==> src/rtl/dsw_pkg.sv <==
// Purpose: Shared constants and types for the dual switch SPI config bank.
// Assumes: 16-bit serial words, one system clock.
// Notes: Bank select and address codes sit in the upper bits of each word.
package dsw_pkg;
    localparam int WORD_BITS = 16;
    localparam int FIELD_BITS = 9;
    localparam int BANK_BIT = 13;
    localparam int ADDR_HI = 12;
    localparam int ADDR_LO = 10;
    localparam int PWM_DIV_LO = 256;
    localparam int PWM_DIV_HI = 512;
    localparam logic [2:0] ADDR_READBACK = 3'h0;
    localparam logic [2:0] ADDR_DUTY = 3'h1;
    localparam logic [2:0] ADDR_CONFIG = 3'h2;
    localparam logic [2:0] ADDR_OVERCURRENT = 3'h4;
    localparam logic [8:0] FIELD_RESET = 9'h000;
    localparam logic [2:0] SEL_RESET = 3'h0;
    // Readback codes of the channel registers on the serial output side.
    localparam logic [2:0] SEL_DUTY = 3'h2;
    localparam logic [2:0] SEL_CONFIG = 3'h3;
    localparam logic [2:0] SEL_OVERCURRENT = 3'h4;
    localparam logic [9:0] DIV_LO_COUNT = 10'h100;
    localparam logic [9:0] DIV_HI_COUNT = 10'h200;

    typedef enum logic [1:0] {
        DSW_RATE_MEDIUM,
        DSW_RATE_LOW,
        DSW_RATE_HIGH,
        DSW_RATE_MED_HIGH
    } dsw_rate_t;

    typedef enum logic [1:0] {
        DSW_OCL_HIGHEST,
        DSW_OCL_MEDIUM,
        DSW_OCL_LOWEST
    } dsw_ocl_t;

    // Decoded controls of one channel.
    typedef struct packed {
        logic duty_enable;
        logic [7:0] duty_level;
        logic supply_short_detect_off;
        logic open_load_on_detect_off;
        logic open_load_off_detect_off;
        logic direct_control_off;
        dsw_rate_t edge_rate;
        logic [2:0] turn_on_delay;
        dsw_ocl_t lower_limit_level;
        logic [9:0] ext_clock_divide;
        logic internal_clock;
        logic sense_ratio_select;
        logic upper_limit_select;
        logic middle_limit_select;
        logic middle_limit_used;
        logic window_single;
        logic [1:0] window_code;
        logic sense_allowed;
    } dsw_chan_t;
endpackage

==> src/rtl/dsw_chan.sv <==
// Purpose: One channel's register set and field decode.
// Assumes: Write strobes are one-cycle pulses from the frame decoder.
// Notes: Instantiated once per bank.
`timescale 1ns/10ps
module dsw_chan
    import dsw_pkg::*;
(
    // Clock and reset.
    input wire logic sys_clk,
    input wire logic rst_n,
    // Write side.
    input wire logic wr_duty,
    input wire logic wr_config,
    input wire logic wr_overcurrent,
    input wire logic [8:0] wr_data,
    // Channel context.
    input wire logic load_type_pin,
    input wire logic window_active,
    // Register contents and decode.
    output logic [8:0] duty_cycle_control,
    output logic [8:0] channel_configuration,
    output logic [8:0] overcurrent_configuration,
    output dsw_chan_t ctl
);
    // Register storage, cleared on reset.
    always_ff @(posedge sys_clk or negedge rst_n) begin
        if (!rst_n) begin
            duty_cycle_control <= FIELD_RESET;
            channel_configuration <= FIELD_RESET;
            overcurrent_configuration <= FIELD_RESET;
        end else begin
            if (wr_duty) begin
                duty_cycle_control <= wr_data;
            end
            if (wr_config) begin
                channel_configuration <= wr_data;
            end
            if (wr_overcurrent) begin
                overcurrent_configuration <= wr_data;
            end
        end
    end

    // Field decode into channel controls.
    always_comb begin
        ctl.duty_enable = duty_cycle_control[8];
        ctl.duty_level = duty_cycle_control[7:0];
        ctl.supply_short_detect_off = channel_configuration[8];
        ctl.open_load_on_detect_off = channel_configuration[7];
        ctl.open_load_off_detect_off = channel_configuration[6];
        ctl.direct_control_off = channel_configuration[5];
        ctl.edge_rate = dsw_rate_t'(channel_configuration[4:3]);
        ctl.turn_on_delay = channel_configuration[2:0];
        if (!overcurrent_configuration[8]) begin
            ctl.lower_limit_level = DSW_OCL_HIGHEST;
        end else if (overcurrent_configuration[0]) begin
            ctl.lower_limit_level = DSW_OCL_LOWEST;
        end else begin
            ctl.lower_limit_level = DSW_OCL_MEDIUM;
        end
        ctl.ext_clock_divide = overcurrent_configuration[7] ?
            DIV_HI_COUNT : DIV_LO_COUNT;
        ctl.internal_clock = overcurrent_configuration[6];
        ctl.sense_ratio_select = overcurrent_configuration[5];
        ctl.upper_limit_select = overcurrent_configuration[2];
        ctl.middle_limit_used = !load_type_pin;
        ctl.middle_limit_select = overcurrent_configuration[1] &&
            !load_type_pin;
        ctl.window_single = load_type_pin;
        ctl.window_code = overcurrent_configuration[4:3];
        ctl.sense_allowed = !window_active;
    end
endmodule

==> src/rtl/dsw_regs.sv <==
// Purpose: Serial input word decode for two banks of channel registers.
// Assumes: The serial front end delivers each complete 16-bit word with a
//          one-cycle strobe; the master addresses bits 13 to 10 correctly.
// Notes: Readback selection takes effect for the next transfer.
//
// Overview of operation
// - Word bits 13..10 carry the register address; device decodes them.
// - Bit 13 selects bank: zero channel zero (default), one channel one.
// - Status-select write names an output register in bits 2..0 for readback.
// - Duty register: bit 8 enables, bits 7..0 pick one of 256 levels.
// - Configuration bit 8 high disables supply short detection.
// - Configuration bit 7 high disables on-state open-load detection.
// - Configuration bit 6 high disables off-state open-load detection.
// - Configuration bit 5 high ignores direct input control.
// - Bits 4..3 select edge rate: medium, low, high, medium-high.
// - Bits 2..0 delay turn-on by that many clock periods.
// - Overcurrent bit 8 and bit 0 pick the lower threshold level.
// - No current sense output while an overcurrent window runs.
// - Overcurrent bit 7 picks external prescaler 512 or 256.
// - Overcurrent bit 6 high selects the internal pulse clock.
// - Overcurrent bit 5 high selects low-current sense ratio.
// - Lighting uses three thresholds; motor uses upper and lower only.
// - Bits 4 and 3 choose window lengths, by load type.
// - Overcurrent bit 2 selects upper threshold value.
// - Overcurrent bit 1 selects middle threshold; ignored for motor.
// - Addressed readback data appears in the following transfer.
`timescale 1ns/10ps
module dsw_regs
    import dsw_pkg::*;
(
    // Clock and reset.
    input wire logic sys_clk,
    input wire logic rst_b,
    // Received serial word.
    input wire logic frame_done,
    input wire logic [15:0] frame_word,
    // Load type of each channel and overcurrent window state.
    input wire logic [1:0] load_type_pin,
    input wire logic [1:0] window_active,
    // Readback selection for the next transfer.
    output logic readback_bank,
    output logic [2:0] readback_select,
    output logic readback_valid,
    output logic [8:0] readback_data,
    // Channel zero controls.
    output dsw_chan_t chan0_ctl,
    // Channel one controls.
    output dsw_chan_t chan1_ctl,
    // Current sense output gating per channel.
    output logic [1:0] current_sense_output_en
);
    logic rst_meta;
    logic rst_n;
    logic bank_select;
    logic [2:0] addr_code;
    logic [1:0] wr_duty;
    logic [1:0] wr_config;
    logic [1:0] wr_overcurrent;
    logic [8:0] duty_q [2];
    logic [8:0] load_type_pin_q [2];
    logic [8:0] ovc_q [2];
    dsw_chan_t ctl_c [2];
    logic [8:0] next_readback;

    // Reset release through two flip-flops.
    always_ff @(posedge sys_clk or negedge rst_b) begin
        if (!rst_b) begin
            rst_meta <= 1'b0;
            rst_n <= 1'b0;
        end else begin
            rst_meta <= 1'b1;
            rst_n <= rst_meta;
        end
    end

    // Address and bank fields of the completed word.
    assign bank_select = frame_word[BANK_BIT];
    assign addr_code = frame_word[ADDR_HI:ADDR_LO];

    // Per-bank write strobes, only on a completed frame.
    always_comb begin
        wr_duty = 2'h0;
        wr_config = 2'h0;
        wr_overcurrent = 2'h0;
        if (frame_done) begin
            unique case (addr_code)
                ADDR_DUTY: wr_duty[bank_select] = 1'b1;
                ADDR_CONFIG: wr_config[bank_select] = 1'b1;
                ADDR_OVERCURRENT: wr_overcurrent[bank_select] = 1'b1;
                default: begin
                end
            endcase
        end
    end

    // One register set per bank.
    for (genvar i = 0; i < 2; i++) begin : g_bank
        dsw_chan u_chan (
            .sys_clk(sys_clk),
            .rst_n(rst_n),
            .wr_duty(wr_duty[i]),
            .wr_config(wr_config[i]),
            .wr_overcurrent(wr_overcurrent[i]),
            .wr_data(frame_word[8:0]),
            .load_type_pin(load_type_pin[i]),
            .window_active(window_active[i]),
            .duty_cycle_control(duty_q[i]),
            .channel_configuration(load_type_pin_q[i]),
            .overcurrent_configuration(ovc_q[i]),
            .ctl(ctl_c[i])
        );
    end

    // Readback selection latched from a status-select word.
    always_ff @(posedge sys_clk or negedge rst_n) begin
        if (!rst_n) begin
            readback_bank <= 1'b0;
            readback_select <= SEL_RESET;
        end else if (frame_done && addr_code == ADDR_READBACK) begin
            readback_bank <= bank_select;
            readback_select <= frame_word[2:0];
        end
    end

    // Contents of the selected bank register, from current state.
    // Duty and configuration readback codes differ from their write addresses: the output side
    // numbers its registers with the fault report at code one.
    always_comb begin
        next_readback = FIELD_RESET;
        unique case (readback_select)
            SEL_DUTY: next_readback = duty_q[readback_bank];
            SEL_CONFIG: next_readback = load_type_pin_q[readback_bank];
            SEL_OVERCURRENT: next_readback = ovc_q[readback_bank];
            default: next_readback = FIELD_RESET;
        endcase
    end

    // Readback word registered, valid from the selecting frame until the next frame.
    always_ff @(posedge sys_clk or negedge rst_n) begin
        if (!rst_n) begin
            readback_data <= FIELD_RESET;
            readback_valid <= 1'b0;
        end else begin
            readback_data <= next_readback;
            if (frame_done) begin
                readback_valid <= addr_code == ADDR_READBACK;
            end
        end
    end

    // Registered channel controls and sense gating.
    always_ff @(posedge sys_clk or negedge rst_n) begin
        if (!rst_n) begin
            chan0_ctl <= '0;
            chan1_ctl <= '0;
            current_sense_output_en <= 2'h0;
        end else begin
            chan0_ctl <= ctl_c[0];
            chan1_ctl <= ctl_c[1];
            current_sense_output_en <= {ctl_c[1].sense_allowed,
                ctl_c[0].sense_allowed};
        end
    end
endmodule

==> config.mk <==
export PLATFORM = sky130hd
export DESIGN_NAME = dsw_regs
export DESIGN_NICKNAME = d
export VERILOG_FILES = /design/src/rtl/dsw_pkg.sv /design/src/rtl/dsw_chan.sv /design/src/rtl/dsw_regs.sv
export SDC_FILE = /design/constraint.sdc
export NUM_CORES = 1
export LEC_CHECK = 0
export ABC_CLOCK_PERIOD_IN_PS = 10000
export BUFFER_PORTS_ARGS = -buffer_cell sky130_fd_sc_hd__buf_2
export CORE_MARGIN = 2
export CORE_UTILIZATION = 35
export CTS_BUF_LIST = sky130_fd_sc_hd__clkbuf_8
export CTS_CLUSTER_DIAMETER = 100
export DETAILED_ROUTE_END_ITERATION = 8
export PLACE_DENSITY = 0.53
export SLEW_MARGIN = 10
export SYNTH_ARGS = -nofsm -noshare
export SYNTH_HDL_FRONTEND = slang
export SYNTH_HIERARCHICAL = 1
export SYNTH_SLANG_ARGS = --single-unit
==> constraint.sdc <==
create_clock -name sys_clk -period 10 [get_ports sys_clk]
set_clock_uncertainty 0.05 [all_clocks]
set_input_delay 1 -clock sys_clk [delete_from_list [all_inputs] [get_ports sys_clk]]
set_output_delay 1 -clock sys_clk [all_outputs]
set_load 0.1 [all_outputs]
==> results.cfg <==
[run_status]
outcome = complete, no violations

[floorplan]
die_y_um = 132
ios = 117
die_w_um = 132
start_util_pct = 36.0
coreArea_sq_um = 16000
fp.dieArea_sq_um = 17500
rows = 46

[clocking]
htree_levels = 4
clkLatencyLatePin_ns = 0.44
cts_setup_buffers = 0
cts_buffers = 17
postCtsHoldBufs = 0
cts_buffer_depth = 2
clk_pin_slew_worst_paths_ns = 0.08
cts_resized = 0
cts_tree = yes
cts_root_buf = clkbuf_8
clock_sinks = 148

[finish]
drive_gt1_share_pct = 47.7
area_growth_pct = 13.8
fin_cells = 663
antennaDiodeCount = 0
nNetsFinal = 458

[min_path]
hp-class = input port to asynchronous set/reset pin

[grt]
grt_pass1_wl_mm = 17.4
track_usage_pct = 13.4
grt_pass1_vias = 3036
grt_start_max_net_pins = 77
antenna_found_initial = 0
grt_overflow = 0

[setup_path]
cp-start-kind = flip-flop
cp_slowest_cell = dfrtp_2
cpPeakStageDelay_ns = 0.96
crit_chain = buf_2
crit_start = readback_bank
critical_path_arrival_ns = 1.99
cp_num_buf_inv = 1
cp_top_family = flip-flops
worstReg2RegStart = rst_n
endpoint_kind = primary output
worstSetupPathType = flip-flop to primary output
path_max_fanout = 29
required_ns = 8.95

[pwr]
p_switching_w = 0.000912
power.density_nw_per_um2 = 318
comb_power_share_pct = 36.9
internal_power_w = 0.00118
pwr-share-seq_pct = 38.4
vdd_drop_max_mv = 0.152
swShare_pct = 43.7
power_frac_clock_pct = 24.7
cellLeakagePower_nw = 3.25

[synth]
syn_inst = 362
async_flop_share_pct = 100
netlist_top_cells_count = dfrtp_1 (148), buf_4 (70), mux2_4 (54)
syn_area_sq_um = 5760
synth_seq_cells = 148
synth_area_leader_cell = dfrtp_1
seq_area_frac_synth_pct = 64.3
synth_top_flop_cell = dfrtp_1
synthTopCellsByArea = dfrtp_1 (64%), mux2_4 (14%), buf_4 (9.1%)
yosysMostFrequentCell = dfrtp_1
synth_edf_count = 0
yosysWarnings = 6
syn_area_per_cell_sq_um = 15.9
synth.distinct_cells = 25
synth_top_area_share_pct = 64.3

[sta]
worst_slew_pin_slew_ns = 1.09
timing.fmax_mhz = 329
slew_headroom_pct = 27.3
period_share_pct = 30.4
final-setup-viol-count = 0
hold_violations = 0
rsz0062_at_grt = no
tns_ns = 0
maxSlewViolCount = 0
min_period_ns = 3.04

[drt]
drtAntennaViolNets = 0
finalWirelength_mm = 10.9
drc = 0
routedWlPerCell_um = 16.5
dr.pass1.iters = 4
vias_per_cell = 4.27
num_vias = 2832
drtIter0Drc = 113

[placement]
hpwl_mm = 6.90
gp_congestion = 0.696
io_buffers = 113
placed_cells = 632

[flow_run]
cap_violations = 0
==> area by class of cell <==
type	instances	area, sq um
clock buffer	22	303
clock inverter	9	150
fill	1530	9440
inverter	7	26.3
multi-input combinational	142	1490
sequential	148	3710
tap	216	270
timing repair buffer	119	611
==> registers in the layout, summed over array words and instances (netlist names) <==
register / count
g_bank.u_chan/channel_configuration: 18
readback_bank: 1
current_sense_output_en: 1
rst_n: 1
chan1_ctl: 39
g_bank.u_chan/overcurrent_configuration: 18
readback_select: 3
g_bank.u_chan/duty_cycle_control: 18
readback_valid: 1
chan0_ctl: 38
readback_data: 9
rst_meta: 1
==> worst paths after layout <==
path / end / slack [ns] / depth (start not counted)
setup / recovery: readback_bank / 6.96 / 1
hold / removal: rst_n / 0.27 / 1
setup reg to reg: g_bank[1].u_chan/channel_configuration[3] / 8.01 / 1
hold reg to reg: rst_n / 0.31 / 0
max in group asynchronous: g_bank[1].u_chan/channel_configuration[3] / 8.01 / 1
min in group sys_clk: rst_n / 0.31 / 0
==> placed cells by master, fill, tap and decap left out, types with 3 or more instances in the layout <==
| cell type | n |
|---|---|
| mux2_4 | 54 |
| bufinv_16 | 4 |
| conb_1 | 17 |
| buf_4 | 6 |
| o22a_1 | 9 |
| mux2_1 | 3 |
| nor2b_1 | 4 |
| inv_1 | 8 |
| mux2i_1 | 27 |
| dfrtp_1 | 146 |
| o21ai_1 | 8 |
| nand2b_1 | 3 |
| buf_2 | 113 |
| clkbuf_8 | 22 |
==> metrics by stage <==
| step | hold WS [ns] | setup slack, ns | power (W) | util [%] | cell area, sq um |
|---|---|---|---|---|---|
| 2_1_floorplan | 0.281 | 5.52 | 0.00152 | - | 5820 |
| 3_5_place_dp | 0.287 | 7.26 | 0.00159 | 38.2 | 6110 |
| 3_3_place_gp | 0.288 | 7.31 | 0.00158 | 38.2 | 6110 |
| 4_1_cts | 0.236 | 6.91 | 0.00211 | 41.0 | 6560 |
| 6_report | 0.274 | 6.96 | 0.00209 | 41.0 | 6560 |
| 5_1_grt | 0.239 | 6.87 | 0.00217 | 41.0 | 6560 |
==> layer usage <==
layer	vias to the layer above	wire length [um]	GRT usage, %	share of wire (%)
met5	-	0	0	0
met4	0	190	5.02	1.7
met3	18	633	4.58	5.8
met2	89	4860	19.5	44
met1	1450	5250	18.6	48
li1	1275	-	-	-
==> power by group through the flow <==
stage	logic (W)	clock network [W]	registers, W
2_1_floorplan	0.000214	0	0.00131
4_1_cts	0.000776	0.000534	0.000804
6_report	0.000771	0.000516	0.000800
3_5_place_dp	0.000775	0	0.000815
5_1_grt	0.000792	0.000561	0.000819
3_3_place_gp	0.000772	0	0.000811
==> logic make-up after synthesis <==
| logic type | Yosys count | share of synthesized area [%] |
|---|---|---|
| AND/OR/NAND/NOR | 21 | 2.45 |
| buffers and inverters | 86 | 11.2 |
| other | 3 | 0.195 |
| AO/OA/AOI/OAI | 19 | 2.34 |
| multiplexers | 85 | 19.5 |
| flip-flops | 148 | 64.3 |
Power figures use the tool's default switching activity.
